## src/inc/gpw_pkg.sv

```systemverilog
package gpw_pkg;
  // register offsets inside the special function area
  localparam logic [7:0] OFS_PORT_A_DATA = 8'h00;
  localparam logic [7:0] OFS_PORT_A_DIRECTION = 8'h01;
  localparam logic [7:0] OFS_PORT_C_DATA = 8'h02;
  localparam logic [7:0] OFS_PORT_C_DIRECTION = 8'h03;
  localparam logic [7:0] OFS_PORT_D_DATA = 8'h04;
  localparam logic [7:0] OFS_PORT_D_DIRECTION = 8'h05;
  localparam logic [7:0] OFS_PORT_E_DATA = 8'h06;
  localparam logic [7:0] OFS_PORT_E_DIRECTION = 8'h07;
  localparam logic [7:0] OFS_PIN_INTERRUPT_CTRL_FLAGS = 8'h08;
  localparam logic [7:0] OFS_PORT_A_WAKE_ENABLE = 8'h09;

  // reset values
  localparam logic [7:0] PORT_RST = 8'hff;
  localparam logic [7:0] WAKE_EN_RST = 8'h00;
  localparam logic [2:0] MF_EN_RST = 3'h0;
  localparam logic [2:0] MF_FLAG_RST = 3'h0;
  localparam logic [7:0] RDATA_RST = 8'h00;

  // pin interrupt control/flag register fields
  localparam int MF_EN_LSB = 0;
  localparam int MF_FLAG_LSB = 4;

  // port c lines feeding the pin interrupt
  localparam int MF_SRC0_BIT = 0;
  localparam int MF_SRC1_BIT = 5;
  localparam int MF_SRC2_BIT = 7;

  // port c lines that are open-drain outputs only (bits 2 and 3)
  localparam logic [7:0] PORT_C_OPENDRAIN_MASK = 8'h0c;
  localparam logic [7:0] NO_OPENDRAIN_MASK = 8'h00;

  // pull-high option bit positions
  localparam int PULL_A = 0;
  localparam int PULL_C = 1;
  localparam int PULL_D = 2;
  localparam int PULL_E = 3;
endpackage

```

## src/inc/gpw_bank_if.sv

```systemverilog
`timescale 1ns/1ps
interface gpw_bank_if #(parameter int W = 8);
  logic wr_data;
  logic wr_dir;
  logic [7:0] wdata;
  logic [W-1:0] view;
  logic [W-1:0] fall;
  modport ctl (output wr_data, output wr_dir, output wdata, input view, input fall);
  modport bank (input wr_data, input wr_dir, input wdata, output view, output fall);
endinterface

```

## src/design/gpw_pin_bank.sv

```systemverilog
`timescale 1ns/1ps
module gpw_pin_bank #(
  parameter int W = 8,
  parameter logic [7:0] OD_MASK = 8'h00
) (
  // clock and reset
  input wire logic clk_i,
  input wire logic nrst_i,
  // configuration option
  input wire logic pull_opt_i,
  // register side
  gpw_bank_if.bank bus,
  // pins
  input wire logic [W-1:0] pin_i,
  output logic [W-1:0] pin_o,
  output logic [W-1:0] pin_oe_o,
  output logic [W-1:0] pin_pull_o
);
  logic [W-1:0] data_reg;
  logic [W-1:0] dir_reg;
  logic [W-1:0] sync1_reg;
  logic [W-1:0] sync2_reg;
  logic [W-1:0] hist_reg;
  logic [W-1:0] out_reg;
  logic [W-1:0] oe_reg;
  logic [W-1:0] pull_reg;
  wire [W-1:0] od = OD_MASK[W-1:0];
  wire [W-1:0] rst_ones = gpw_pkg::PORT_RST[W-1:0];
  wire [W-1:0] in_sel = dir_reg & ~od;

  // input bits show the synced pin, output and open-drain bits the latch
  assign bus.view = (in_sel & sync2_reg) | (~in_sel & data_reg);
  assign bus.fall = hist_reg & ~sync2_reg;

  always_ff @(posedge clk_i)
  begin
    if (!nrst_i)
    begin
      data_reg <= rst_ones;
      dir_reg <= rst_ones;
    end
    else
    begin
      if (bus.wr_data)
        data_reg <= bus.wdata[W-1:0];
      if (bus.wr_dir)
        dir_reg <= bus.wdata[W-1:0];
    end
  end

  // inputs are not latched; the sample is only two flops old at read time
  always_ff @(posedge clk_i)
  begin
    if (!nrst_i)
    begin
      sync1_reg <= rst_ones;
      sync2_reg <= rst_ones;
      hist_reg <= rst_ones;
    end
    else
    begin
      sync1_reg <= pin_i;
      sync2_reg <= sync1_reg;
      hist_reg <= sync2_reg;
    end
  end

  always_ff @(posedge clk_i)
  begin
    if (!nrst_i)
    begin
      out_reg <= rst_ones & ~od;
      oe_reg <= '0;
      pull_reg <= '0;
    end
    else
    begin
      out_reg <= data_reg & ~od;
      oe_reg <= (~dir_reg & ~od) | (od & ~data_reg);
      pull_reg <= {W{pull_opt_i}} & dir_reg & ~od;
    end
  end

  assign pin_o = out_reg;
  assign pin_oe_o = oe_reg;
  assign pin_pull_o = pull_reg;
endmodule

```

## src/design/gpw_port_top.sv

```systemverilog
`timescale 1ns/1ps
// How it works
// - twenty-six two-way lines over ports a, c, d, e; data and direction bits
// - direction bit one: pin is input, read returns pin level
// - direction bit zero: pin driven push-pull from its data latch
// - reading an output pin returns the latch, not the pin level
// - inputs unlatched; the source holds the level while the read samples it
// - written output data stays in the latch until rewritten
// - port c lines two and three are open-drain outputs only
// - reset sets every data and direction register to all ones
// - pin turned to output before a data write drives high
// - single-bit set or clear reads the port, changes one bit, writes byte back
// - pull-high only on input pins, chosen per whole port
// - during halt a wake-enabled port a pin falling wakes the device
// - wake enable is per port a pin, any combination allowed
// - port c lines zero, five, seven raise interrupt; enables in bits 0 to 2
// - cause flags for those lines sit in bits 4 to 6
// - data and direction registers reachable regardless of memory bank
module gpw_port_top #(
  parameter int PE_W = 4
) (
  // clock and reset
  input wire logic clk_i,
  input wire logic nrst_i,
  // special function register access
  input wire logic [7:0] sfr_addr_i,
  input wire logic sfr_wr_i,
  input wire logic [7:0] sfr_wdata_i,
  input wire logic sfr_bitop_i,
  input wire logic [2:0] sfr_bit_idx_i,
  input wire logic sfr_bit_val_i,
  input wire logic sfr_rd_i,
  output logic [7:0] sfr_rdata_o,
  // configuration options and power control
  input wire logic [3:0] pull_opt_i,
  input wire logic halt_i,
  output logic wake_o,
  output logic mf_req_o,
  // port a pins
  input wire logic [7:0] port_a_data_i,
  output logic [7:0] port_a_data_o,
  output logic [7:0] port_a_data_oe_o,
  output logic [7:0] port_a_pull_o,
  // port c pins, bits 2 and 3 open-drain
  input wire logic [7:0] port_c_data_i,
  output logic [7:0] port_c_data_o,
  output logic [7:0] port_c_data_oe_o,
  output logic [7:0] port_c_pull_o,
  // port d pins
  input wire logic [7:0] port_d_data_i,
  output logic [7:0] port_d_data_o,
  output logic [7:0] port_d_data_oe_o,
  output logic [7:0] port_d_pull_o,
  // port e pins
  input wire logic [PE_W-1:0] port_e_data_i,
  output logic [PE_W-1:0] port_e_data_o,
  output logic [PE_W-1:0] port_e_data_oe_o,
  output logic [PE_W-1:0] port_e_pull_o
);
  function automatic logic [7:0] put_bit(input logic [7:0] v, input logic [2:0] idx,
                                         input logic b);
    logic [7:0] r;
    r = v;
    r[idx] = b;
    return r;
  endfunction

  function automatic logic hit(input logic [7:0] a, input logic [7:0] ofs);
    return a == ofs;
  endfunction

  gpw_bank_if #(.W(8)) a_if ();
  gpw_bank_if #(.W(8)) c_if ();
  gpw_bank_if #(.W(8)) d_if ();
  gpw_bank_if #(.W(PE_W)) e_if ();

  logic [7:0] wake_en_reg;
  logic [2:0] mf_en_reg;
  logic [2:0] mf_flag_reg;
  logic [2:0] mf_en_next;
  logic [2:0] mf_flag_next;
  logic wake_reg;
  logic mf_req_reg;
  logic [7:0] rdata_reg;

  // address decode; the flat offsets ignore any bank pointer
  wire sel_a_data = hit(sfr_addr_i, gpw_pkg::OFS_PORT_A_DATA);
  wire sel_a_dir = hit(sfr_addr_i, gpw_pkg::OFS_PORT_A_DIRECTION);
  wire sel_c_data = hit(sfr_addr_i, gpw_pkg::OFS_PORT_C_DATA);
  wire sel_c_dir = hit(sfr_addr_i, gpw_pkg::OFS_PORT_C_DIRECTION);
  wire sel_d_data = hit(sfr_addr_i, gpw_pkg::OFS_PORT_D_DATA);
  wire sel_d_dir = hit(sfr_addr_i, gpw_pkg::OFS_PORT_D_DIRECTION);
  wire sel_e_data = hit(sfr_addr_i, gpw_pkg::OFS_PORT_E_DATA);
  wire sel_e_dir = hit(sfr_addr_i, gpw_pkg::OFS_PORT_E_DIRECTION);
  wire sel_mf = hit(sfr_addr_i, gpw_pkg::OFS_PIN_INTERRUPT_CTRL_FLAGS);
  wire sel_wake = hit(sfr_addr_i, gpw_pkg::OFS_PORT_A_WAKE_ENABLE);

  wire [7:0] e_view8 = 8'(e_if.view);
  wire [7:0] e_dir8 = 8'({PE_W{1'b1}});
  wire [7:0] mf_view = {1'b0, mf_flag_reg, 1'b0, mf_en_reg};

  // direction registers read back as stored; copies kept here, the bank does not expose them
  logic [7:0] a_dir_copy;
  logic [7:0] c_dir_copy;
  logic [7:0] d_dir_copy;
  logic [7:0] e_dir_copy;

  wire [7:0] rd_val =
    sel_a_data ? a_if.view :
    sel_c_data ? c_if.view :
    sel_d_data ? d_if.view :
    sel_e_data ? e_view8 :
    sel_a_dir ? a_dir_copy :
    sel_c_dir ? c_dir_copy :
    sel_d_dir ? d_dir_copy :
    sel_e_dir ? e_dir_copy :
    sel_mf ? mf_view :
    sel_wake ? wake_en_reg :
    8'h00;

  // a bit op writes back the whole byte as read, so input pins load their
  // current level into the latch; a plain write wins over a bit op
  wire [7:0] bit_mod = put_bit(rd_val, sfr_bit_idx_i, sfr_bit_val_i);
  wire wr_go = sfr_wr_i | sfr_bitop_i;
  wire [7:0] wdata_eff = sfr_wr_i ? sfr_wdata_i : bit_mod;

  assign a_if.wr_data = wr_go & sel_a_data;
  assign a_if.wr_dir = wr_go & sel_a_dir;
  assign a_if.wdata = wdata_eff;
  assign c_if.wr_data = wr_go & sel_c_data;
  assign c_if.wr_dir = wr_go & sel_c_dir;
  assign c_if.wdata = wdata_eff;
  assign d_if.wr_data = wr_go & sel_d_data;
  assign d_if.wr_dir = wr_go & sel_d_dir;
  assign d_if.wdata = wdata_eff;
  assign e_if.wr_data = wr_go & sel_e_data;
  assign e_if.wr_dir = wr_go & sel_e_dir;
  assign e_if.wdata = wdata_eff;

  always_ff @(posedge clk_i)
  begin
    if (!nrst_i)
    begin
      a_dir_copy <= gpw_pkg::PORT_RST;
      c_dir_copy <= gpw_pkg::PORT_RST;
      d_dir_copy <= gpw_pkg::PORT_RST;
      e_dir_copy <= gpw_pkg::PORT_RST & e_dir8;
    end
    else
    begin
      if (a_if.wr_dir)
        a_dir_copy <= wdata_eff;
      if (c_if.wr_dir)
        c_dir_copy <= wdata_eff;
      if (d_if.wr_dir)
        d_dir_copy <= wdata_eff;
      if (e_if.wr_dir)
        e_dir_copy <= wdata_eff & e_dir8;
    end
  end

  gpw_pin_bank #(.W(8), .OD_MASK(gpw_pkg::NO_OPENDRAIN_MASK)) u_bank_a (
    .clk_i(clk_i),
    .nrst_i(nrst_i),
    .pull_opt_i(pull_opt_i[gpw_pkg::PULL_A]),
    .bus(a_if.bank),
    .pin_i(port_a_data_i),
    .pin_o(port_a_data_o),
    .pin_oe_o(port_a_data_oe_o),
    .pin_pull_o(port_a_pull_o)
  );

  // input bits 2 and 3 of port c are ignored: those lines are output only
  gpw_pin_bank #(.W(8), .OD_MASK(gpw_pkg::PORT_C_OPENDRAIN_MASK)) u_bank_c (
    .clk_i(clk_i),
    .nrst_i(nrst_i),
    .pull_opt_i(pull_opt_i[gpw_pkg::PULL_C]),
    .bus(c_if.bank),
    .pin_i(port_c_data_i),
    .pin_o(port_c_data_o),
    .pin_oe_o(port_c_data_oe_o),
    .pin_pull_o(port_c_pull_o)
  );

  gpw_pin_bank #(.W(8), .OD_MASK(gpw_pkg::NO_OPENDRAIN_MASK)) u_bank_d (
    .clk_i(clk_i),
    .nrst_i(nrst_i),
    .pull_opt_i(pull_opt_i[gpw_pkg::PULL_D]),
    .bus(d_if.bank),
    .pin_i(port_d_data_i),
    .pin_o(port_d_data_o),
    .pin_oe_o(port_d_data_oe_o),
    .pin_pull_o(port_d_pull_o)
  );

  gpw_pin_bank #(.W(PE_W), .OD_MASK(gpw_pkg::NO_OPENDRAIN_MASK)) u_bank_e (
    .clk_i(clk_i),
    .nrst_i(nrst_i),
    .pull_opt_i(pull_opt_i[gpw_pkg::PULL_E]),
    .bus(e_if.bank),
    .pin_i(port_e_data_i),
    .pin_o(port_e_data_o),
    .pin_oe_o(port_e_data_oe_o),
    .pin_pull_o(port_e_pull_o)
  );

  // wake on a falling edge of any enabled port a line while halted
  wire [7:0] wake_hits = a_if.fall & wake_en_reg;
  wire wake_hit = halt_i & (|wake_hits);

  // pin interrupt sources: falling edges on port c lines zero, five, seven
  wire [2:0] mf_src = {c_if.fall[gpw_pkg::MF_SRC2_BIT], c_if.fall[gpw_pkg::MF_SRC1_BIT],
                       c_if.fall[gpw_pkg::MF_SRC0_BIT]};
  wire [2:0] mf_event = mf_src & mf_en_reg;
  wire mf_wr = wr_go & sel_mf;
  wire mf_clr2 = mf_wr & ~wdata_eff[gpw_pkg::MF_FLAG_LSB + 2];
  wire [2:0] mf_keep = mf_wr ? wdata_eff[gpw_pkg::MF_FLAG_LSB +: 3] : 3'h7;

  // a new event in the clearing cycle survives: set wins over clear
  assign mf_flag_next = (mf_flag_reg & mf_keep) | mf_event;
  assign mf_en_next = mf_wr ? wdata_eff[gpw_pkg::MF_EN_LSB +: 3] : mf_en_reg;

  always_ff @(posedge clk_i)
  begin
    if (!nrst_i)
    begin
      mf_en_reg <= gpw_pkg::MF_EN_RST;
      mf_flag_reg <= gpw_pkg::MF_FLAG_RST;
      mf_req_reg <= 1'b0;
    end
    else
    begin
      mf_en_reg <= mf_en_next;
      mf_flag_reg <= mf_flag_next;
      mf_req_reg <= |(mf_flag_next & mf_en_next);
    end
  end

  always_ff @(posedge clk_i)
  begin
    if (!nrst_i)
    begin
      wake_en_reg <= gpw_pkg::WAKE_EN_RST;
      wake_reg <= 1'b0;
    end
    else
    begin
      if (wr_go && sel_wake)
        wake_en_reg <= wdata_eff;
      wake_reg <= wake_hit;
    end
  end

  // read data registered one cycle after the strobe; unmapped reads give zero
  always_ff @(posedge clk_i)
  begin
    if (!nrst_i)
      rdata_reg <= gpw_pkg::RDATA_RST;
    else if (sfr_rd_i)
      rdata_reg <= rd_val;
  end

  assign sfr_rdata_o = rdata_reg;
  assign wake_o = wake_reg;
  assign mf_req_o = mf_req_reg;
endmodule

```

## config.mk

```make
export PLATFORM = sky130hd
export DESIGN_NAME = gpw_port_top
export DESIGN_NICKNAME = d
export VERILOG_FILES = /design/src/inc/gpw_pkg.sv /design/src/inc/gpw_bank_if.sv /design/src/design/gpw_pin_bank.sv /design/src/design/gpw_port_top.sv
export SDC_FILE = /design/constraint.sdc
export NUM_CORES = 1
export LEC_CHECK = 0
export BUFFER_PORTS_ARGS = -buffer_cell sky130_fd_sc_hd__buf_2
export CAP_MARGIN = 20
export CORE_ASPECT_RATIO = 1.4
export CORE_MARGIN = 2
export CORE_UTILIZATION = 50
export CTS_BUF_LIST = sky130_fd_sc_hd__clkbuf_8
export CTS_CLUSTER_DIAMETER = 40
export DETAILED_ROUTE_END_ITERATION = 8
export PLACE_DENSITY_LB_ADDON = 0.12
export SLEW_MARGIN = 10
export SYNTH_ARGS = -nofsm -noshare
export SYNTH_HDL_FRONTEND = slang
export SYNTH_SLANG_ARGS = --single-unit
```

## constraint.sdc

```tcl
create_clock -name clk_i -period 2.25 [get_ports clk_i]
set_input_delay 0.1125 -clock clk_i [delete_from_list [all_inputs] [get_ports clk_i]]
set_output_delay 0.1125 -clock clk_i [all_outputs]
set_load 0.01 [all_outputs]
```

==> results.cfg, run 1 <==
[clocking]
clk_latency_ps = 530
cts_buffer_depth = 3
cts_max_level = 2
cts_buffers = 35
path_clk_slew_ps = 60
cts_tree = done
clockRootBuffer = clkbuf_8
clock-sinks = 223

[critical_path]
crit_top_cell = buf_4
crit_chain = nand2_1, mux2_2, o311ai_1, a222oi_1, buf_4, a211o_1, and3_1, buf_4, mux2i_1
criticalPathCategory = reg -> reg
cp_num_buf_inv = 2
critPathMaxFanout = 6
critPathTopFamily = compound AO/OA/AOI/OAI gates
cp-start-kind = flip-flop
cpMaxStageDelayCell = dfxtp_1
end_kind = flip-flop
critical-path-max-stage-delay_ps = 390
crit_required_ps = 2700
worstPathArrival_ps = 2660

[run_status]
status = completed

[routing]
vias = 7415
via_per_inst = 5.365
avgRoutedWirePerCell_um = 19.70
routed_wl_um = 27220
drtIter0Drc = 507
drtPass1Iterations = 6
antenna_left = 0
drc = 0

[hold_path]
worstHoldPathType = in -> reg

[timing]
timing_hold_violations_final = 0
period_minus_slack_ps = 2215
fin_skew_ps = 21.62
fmax_mhz = 451.6
setup_viol = 0
maxSlewViolCount = 0
final.setup.tns_ps = 0
max_slew_margin_pct = 58.99
fin_crit_sh_pct = 98.43
worstMarginPinSlew_ps = 615.1
whs_ps = 20.57

[floorplanning]
die_area_mm2 = 0.01746
coreArea_mm2 = 0.01610
die_h_um = 155.6
start_util_pct = 50.94
num_rows = 55
ioPinCount = 152
fp.dieW_um = 112.3

[final_layout]
fin_util_pct = 68.66
final_common_cell = dfxtp_1
syn2layout_area_growth_pct = 34.79
fin_nets = 1218
fill_cells = 1311
drive_gt1_share_pct = 29.50
final_cells = 1382
layout_common_cells = dfxtp_1 (221), buf_2 (144), buf_4 (110)
num_antenna_cells = 0

[synth]
synth_edf_count = 0
synth-seq-cells = 223
syn_avg_cell_area_um2 = 9.385
synth_area_mm2 = 0.008203
ys_warn_count = 0
ys_seq_area_share_pct = 54.42
synth_cell_type_count = 67
synthCells = 874
ys_async_sr_fraction_pct = 0
synth_top_flop_cell = dfxtp_1

[power]
power_density_mw_per_mm2 = 742.2
power.leakage_uw = 0.004923
power_uw = 8206
vdd_drop_max_v = 0.0006765

[flow_run]
max-cap-violations = 0

[placed_design]
hpwl_um = 19600
io_buffers = 145
place_inst = 1280
globalplace.congestion = 0.9945

[global_routing]
overflow = 0
antenna_found_initial = 1
grt_pass1_vias = 7285
grt_util_all_layers_pct = 30.46
grt_max_degree = 69
grt_pass1_wl_um = 40880
worst reg2reg max path, delay by kind of cell (launching register included):
family | cells | cell delay, ps
AO/OA/AOI/OAI | 3 | 770
buffers and inverters | 2 | 340
flip-flops | 1 | 390
multiplexers | 2 | 390
AND/OR/NAND/NOR | 2 | 260
path summary, 6_finish.rpt:
kind                                                       start  slack [ps]                          endpoint  cells past startpoint
worst max register to register       wake_en_reg[5]$_SDFFE_PN0P_          40  u_bank_c.dir_reg[5]$_SDFFE_PN1P_                      9
worst min register to register  u_bank_d.sync1_reg[7]$_SDFF_PN1_         400  u_bank_d.sync2_reg[7]$_SDFF_PN1_                      1
worst max-delay path                 wake_en_reg[5]$_SDFFE_PN0P_          40  u_bank_c.dir_reg[5]$_SDFFE_PN1P_                      9
worst min-delay path                              sfr_wdata_i[0]          20           mf_en_reg[0]$_SDFF_PN0_                      3
power breakdown:
group	total, uW	switching [uW]	internal [uW]
combinational	646	365	281
sequential	4070	31.3	4030
clock	3490	1570	1920
total	8210	1970	6240
kinds of logic after synthesis:
| group | share of synthesized area (%) |
|---|---|
| flip-flops | 54.42 |
| other | 0.04572 |
| buffers and inverters | 3.112 |
| AO/OA/AOI/OAI | 15.27 |
| multiplexers | 3.935 |
| AND/OR/NAND/NOR | 23.22 |
stage by stage:
step	area [um2]	setup WS [ps]
floorplan	8225	31.29
global placement	9876	-579.6
detailed placement	9876	-455.1
CTS	11010	-5.223
global route	11060	-1.134
finish	11060	35.44
repair_timing:
item / in CTS / in global routing
hold buffers: 40 / 1
pin swaps: 2 / 2
setup buffers: 1 / 1
endpoints found under the setup margin: 15 / 17
resized for setup: 5 / 8
hold endpoints to repair: 74 / 3
cell type report:
cell class | instances | area [um2] | area share (%)
Clock buffer | 45 | 619.3 | 5.601
Timing Repair Buffer | 300 | 2048 | 18.52
Clock inverter | 15 | 103.9 | 0.9392
Tap cell | 199 | 249.0 | 2.252
Inverter | 8 | 30.03 | 0.2716
Sequential cell | 223 | 4467 | 40.40
Multi-Input combinational cell | 592 | 3540 | 32.01
synthesized netlist by cell type, drive strengths merged (4+ instances only):
| master | number | area (um2) |
|---|---|---|
| dfxtp | 223 | 4464 |
| nand2b | 98 | 613.1 |
| nand2 | 91 | 341.6 |
| nor2 | 86 | 322.8 |
| a21oi | 42 | 217.7 |
| clkbuf | 41 | 153.9 |
| o211ai | 29 | 217.7 |
| and3 | 28 | 175.2 |
| o21ai | 25 | 125.1 |
| mux2i | 21 | 210.2 |
| nand3 | 20 | 100.1 |
| a211oi | 14 | 115.1 |
| buf | 13 | 71.32 |
| nor3 | 13 | 65.06 |
| o22ai | 12 | 75.07 |
| a31oi | 10 | 62.56 |
| mux2 | 10 | 112.6 |
| inv | 8 | 30.03 |
| nor2b | 8 | 50.05 |
| nand3b | 7 | 52.55 |
| a311oi | 5 | 50.04 |
| a2bb2oi | 4 | 35.03 |
| o311ai | 4 | 35.03 |
| or2 | 4 | 25.03 |
per-layer routing:
layer / GRT usage, % / part of all wire [%]
met3: 4.351 / 5.2
met1: 36.64 / 40
met4: 13.24 / 4.2
met2: 54.13 / 51
met5: 0 / 0
Power figures use the tool's default switching activity.
==> inputs of run 2 (changes only) <==
Settings changed: CELL_PAD_IN_SITES_DETAIL_PLACEMENT set to 1, CELL_PAD_IN_SITES_GLOBAL_PLACEMENT set to 1, CORE_UTILIZATION 50 to 39.
==> run 2 against run 1 <==
Compared with the run above:
- register-to-register slack better by 80 ps
- flip-flop and latch count unchanged
- utilization down 14 points
- power is 1.1% higher
- combinational power is 0.9% higher
- first-iteration DRC count down 9.3%
- cell count is 4.1% higher
- clock-buffer cell count down 1
- worst hold slack gained 55 ps
==> results.cfg, run 2 (synthesis results as in run 1) <==
[placed_design]
io_buffers = 145
post_dp_cell_area_mm2 = 0.009955
globalplace.congestion = 0.9455
hpwl_um = 22630

[timing]
grt_setup_unrepaired = false
timing_hold_violations_final = 0
fin_skew_ps = 20.34
max_slew_margin_pct = 62.67
maxSlewViolCount = 0
worstMarginPinSlew_ps = 559.9
setup_viol = 0
fin_crit_sh_pct = 94.79
period_minus_slack_ps = 2133
fmax_mhz = 468.9

[global_routing]
grt_util_all_layers_pct = 27.13
grt_pass1_vias = 7847
grt_pass1_wl_um = 45890
overflow = 0
antenna_found_initial = 1
grt_max_degree = 93

[final_layout]
drive_gt1_share_pct = 28.85
layout_common_cells = dfxtp_1 (221), buf_2 (144), buf_4 (102)
multi_input_area_mm2 = 0.003546
final_common_cell = dfxtp_1
syn2layout_area_growth_pct = 36.15
fin_util_pct = 54.33
final_area_mm2 = 0.01117
fin_nets = 1215
regArea_mm2 = 0.004467
fill_cells = 2382

[floorplanning]
start_util_pct = 39.90
die_area_mm2 = 0.02223
ioPinCount = 152
fp.dieW_um = 126.6
coreArea_mm2 = 0.02056
die_h_um = 175.6
num_rows = 62

[power]
p_int_uw = 6323
power_frac_clock_pct = 43.1
seq_power_share_pct = 49.0
power_uw = 8297
power_density_mw_per_mm2 = 742.9
power.leakage_uw = 0.004973
vdd_drop_max_v = 0.0005932
p_comb_share_pct = 7.9
swShare_pct = 23.80
switching_power_uw = 1974

[hold_path]
worstHoldPathType = in -> reg
worstHoldPathCells = 4
hp-start = sfr_wdata_i[2]
holdPathEnd = wake_en_reg[2]$_SDFFE_PN0P_

[clocking]
clk_latency_ps = 530
cts_tree = done
cts_max_level = 2
clock-sinks = 223
cts_buffers = 36
path_clk_slew_ps = 60
clockRootBuffer = clkbuf_8
cts_buffer_depth = 3

[critical_path]
end_kind = flip-flop
startpoint = u_bank_d.dir_reg[2]$_SDFFE_PN1P_
r2r-end = u_bank_c.data_reg[2]$_SDFFE_PN1P_
critPathMaxFanout = 8
worstRegToRegCells = 9
crit_chain = mux2_2, nor4_1, buf_4, a211o_1, a21oi_1, a21bo_2, nand2_1, buf_12, o211ai_1
criticalPathCategory = reg -> reg
reg2reg_from = u_bank_d.dir_reg[2]$_SDFFE_PN1P_
crit_required_ps = 2630
cpMaxStageDelayCell = dfxtp_1
rrSetupSlack_ps = 120
critical-path-max-stage-delay_ps = 370
worstPathArrival_ps = 2510
cp-start-kind = flip-flop

[routing]
vias = 7620
drtPass1Iterations = 5
via_per_inst = 5.295
drc = 0
antenna_left = 0
avgRoutedWirePerCell_um = 21.04
drtIter0Drc = 460
routed_wl_um = 30280

[flow_run]
max-cap-violations = 0

[run_status]
status = completed
run 2: cell count changes in the layout (fill, tap and decap cells not counted), moves of 2 or more:
cell / before / now
clkinvlp_4: 2 / 0
buf_12: 4 / 7
buf_4: 110 / 102
clkinv_2: 7 / 3
inv_1: 11 / 19
run 2: worst max-delay path, delay by kind of cell, from the launching register on:
| family | cells | cell delay (ps) |
|---|---|---|
| AO/OA/AOI/OAI | 4 | 510 |
| multiplexers | 1 | 370 |
| buffers and inverters | 2 | 340 |
| flip-flops | 1 | 370 |
| AND/OR/NAND/NOR | 2 | 410 |
run 2: per-layer routing:
| layer | up-vias | wire, um | track usage, % |
|---|---|---|---|
| met4 | 0 | 1088 | 10.12 |
| li1 | 3619 | - | - |
| met1 | 3690 | 12570 | 32.98 |
| met2 | 247 | 15230 | 48.28 |
| met3 | 64 | 1398 | 3.899 |
| met5 | - | 0 | 0 |
run 2: worst max path at each step:
stage                                             end  slack, ps  depth (start not counted)
floorplan                 wake_en_reg[7]$_SDFFE_PN0P_         30                          8
CTS                 u_bank_c.data_reg[6]$_SDFFE_PN1P_         20                          9
global placement                  mf_req_o$_SDFF_PN0_       -340                         11
detailed placement  u_bank_c.data_reg[2]$_SDFFE_PN1P_       -330                         12
finish              u_bank_c.data_reg[2]$_SDFFE_PN1P_        120                          9
global route        u_bank_c.data_reg[2]$_SDFFE_PN1P_        0.4                          9
run 2: per-stage QoR:
stage / std cells / worst slack, ps / hold WS (ps) / TNS [ps]
detailed placement: 1333 / -331.7 / 297.1 / -16810
global placement: 1333 / -342.8 / 292.1 / -14000
CTS: 1437 / 15.39 / 49.00 / 0
finish: 1439 / 117.3 / 75.74 / 0
global route: 1438 / 0.3808 / 79.63 / 0
floorplan: 877 / 31.29 / 214.0 / 0
run 2: what timing repair did:
item                                    4_1_cts  5_1_grt
endpoints found under the setup margin        9       16
hold buffers                                 41        0
resized for setup                             3       12
hold endpoints to repair                     79        0
setup buffers                                 1        1
pin swaps                                     1        2
run 2: area by class of cell:
class	instances	share of cell area (%)
flip-flops and latches	223	40.00
multi-input cells	592	31.75
repair buffers	296	18.44
clock buffers	44	5.422
well taps	256	2.868
clock inverters	19	1.232
inverters	8	0.2689
diodes	1	0.02241
run 2: power by group through the flow:
stage	registers [uW]	clock network, uW	logic [uW]
2_1_floorplan	4160	0	288
3_3_place_gp	4150	0	580
3_5_place_dp	4160	0	585
4_1_cts	4070	3660	643
5_1_grt	4070	3840	706
6_report	4070	3580	652
==> inputs of run 3 (changes only) <==
Settings changed: CTS_BUF_LIST sky130_fd_sc_hd__clkbuf_8 to sky130_fd_sc_hd__clkbuf_2 sky130_fd_sc_hd__clkbuf_4 sky130_fd_sc_hd__clkbuf_8, GPL_ROUTABILITY_DRIVEN set to 0.
==> run 3 against run 2 <==
Compared with the run above:
- fmax fell by 0.67%
- highest routed layer unchanged
- clock-buffer cell count rose by 7
- power fell by 1.1%
- critical path type unchanged
- combinational power fell by 2%
- design area fell by 1.6%
- sequential share of layout area rose by 0.61 points
==> results.cfg, run 3 (synthesis results as in run 1) <==
[final_layout]
fin_util_pct = 53.48
syn2layout_area_growth_pct = 34.01
layout_common_cells = dfxtp_1 (223), buf_2 (144), nand2b_1 (98)
num_antenna_cells = 0
fin_nets = 1199
final_cells = 1417
final_area_mm2 = 0.01099
fill_cells = 2407
final_common_cell = dfxtp_1
drive_gt1_share_pct = 28.42

[hold_path]
worstHoldPathType = in -> reg
hp-start = sfr_wdata_i[2]
holdPathEnd = wake_en_reg[2]$_SDFFE_PN0P_
worstHoldPathCells = 4

[routing]
drtPass1Iterations = 5
drc = 0
drtIter0Drc = 434
vias = 7558
routed_wl_um = 28350
antenna_left = 0
avgRoutedWirePerCell_um = 20.01
via_per_inst = 5.334

[timing]
period_minus_slack_ps = 2147
final.setup.tns_ps = 0
setup_viol = 0
timing_hold_violations_final = 0
fin_ws_ps = 102.8
max_slew_margin_pct = 60.40
grt_setup_unrepaired = false
worstMarginPinSlew_ps = 594.0
fin_skew_ps = 22.64
fmax_mhz = 465.7
fin_crit_sh_pct = 95.43
maxSlewViolCount = 0

[critical_path]
crit_top_cell = a21oi_2
cp-start-kind = flip-flop
rrSetupSlack_ps = 100
cp_num_buf_inv = 1
critPathMaxFanout = 2
end_kind = flip-flop
critical-path-max-stage-delay_ps = 550
worstRegToRegCells = 8
crit_chain = or4b_4, a21oi_2, a2111oi_2, a211oi_2, a21oi_2, a21oi_2, buf_4, o211ai_1
worstPathArrival_ps = 2530
criticalPathCategory = reg -> reg
critPathTopFamily = compound AO/OA/AOI/OAI gates
crit_required_ps = 2630
reg2reg_from = u_bank_a.dir_reg[6]$_SDFFE_PN1P_
r2r-end = u_bank_a.data_reg[6]$_SDFFE_PN1P_
cpMaxStageDelayCell = or4b_4

[clocking]
clock-sinks = 223
path_clk_slew_ps = 60
cts_buffers = 35
clockRootBuffer = clkbuf_8
cts_max_level = 2
cts_tree = done
clk_latency_ps = 530
cts_buffer_depth = 3

[floorplanning]
die_area_mm2 = 0.02223
start_util_pct = 39.90
coreArea_mm2 = 0.02056
die_h_um = 175.6
num_rows = 62
fp.dieW_um = 126.6
ioPinCount = 152

[placed_design]
post_dp_cell_area_mm2 = 0.009829
place_inst = 1318
io_buffers = 145
place_ws_ps = -534.4
hpwl_um = 21180

[flow_run]
max-cap-violations = 0

[global_routing]
grt_pass1_vias = 7763
grt_pass1_wl_um = 43650
grt_max_degree = 93
grt_util_all_layers_pct = 25.48
overflow = 0
antenna_found_initial = 0

[run_status]
status = completed

[power]
power.leakage_uw = 0.004843
vdd_drop_max_v = 0.0006648
power_density_mw_per_mm2 = 746.7
[run 3: cell types whose count changed in the layout (fill, tap and decap cells not counted), moves of 2 or more]
cell / change
clkbuf_8: -5
clkbuf_4: +12
dfxtp_2: -2
inv_1: -12
buf_4: -12
dfxtp_1: +2
[run 3: how the worst max path moves through the flow]
| stage | from | to | slack (ps) | cells past startpoint |
|---|---|---|---|---|
| 2_1_floorplan | sfr_addr_i[5] | wake_en_reg[7]$_SDFFE_PN0P_ | 30 | 8 |
| 3_3_place_gp | sfr_addr_i[5] | mf_req_o$_SDFF_PN0_ | -590 | 9 |
| 3_5_place_dp | sfr_addr_i[5] | mf_req_o$_SDFF_PN0_ | -530 | 9 |
| 4_1_cts | sfr_addr_i[5] | mf_req_o$_SDFF_PN0_ | 50 | 9 |
| 5_1_grt | u_bank_d.dir_reg[1]$_SDFFE_PN1P_ | wake_en_reg[1]$_SDFFE_PN0P_ | 8 | 8 |
| 6_report | u_bank_a.dir_reg[6]$_SDFFE_PN1P_ | u_bank_a.data_reg[6]$_SDFFE_PN1P_ | 100 | 8 |
[run 3: layer usage]
| layer | track usage, % | vias up | part of all wire (%) |
|---|---|---|---|
| met2 | 43.45 | 222 | 49 |
| met3 | 4.112 | 62 | 4.6 |
| met4 | 11.77 | 0 | 4.6 |
| met5 | 0 | - | 0 |
| li1 | - | 3580 | - |
| met1 | 31.39 | 3694 | 42 |
[run 3: repair_timing]
action,CTS,global route
endpoints found under the setup margin,9,15
gates resized for setup,5,6
hold buffers,40,0
pin swaps,3,1
buffers inserted,1,1
hold endpoints to repair,72,0
[run 3: worst min-delay path: cells and delay by family]
kind / cells / cell delay [ps]
simple gates: 2 / 270
buf+inv: 1 / 90
compound gates: 1 / 60
[run 3: final cells by class]
type | count | area, um2 | share of cell area [%]
tap | 256 | 320.3 | 2.914
multi-input combinational | 592 | 3537 | 32.18
clock buffer | 51 | 626.9 | 5.702
sequential | 223 | 4464 | 40.61
clock inverter | 6 | 86.33 | 0.7853
inverter | 8 | 30.03 | 0.2732
timing repair buffer | 281 | 1928 | 17.54
[run 3: power breakdown]
group	switching (uW)	internal [uW]	leakage, uW
Sequential	34.2	4040	0.00182
Clock	1490	2010	0.000376
Combinational	361	278	0.00264
Total	1880	6320	0.00484
[run 3: per-stage QoR]
stage	power [uW]	hold WS (ps)
4_1_cts	8311	47.05
5_1_grt	8548	104.7
3_5_place_dp	4732	297.6
3_3_place_gp	4721	291.7
6_report	8209	63.77
2_1_floorplan	4448	214.0
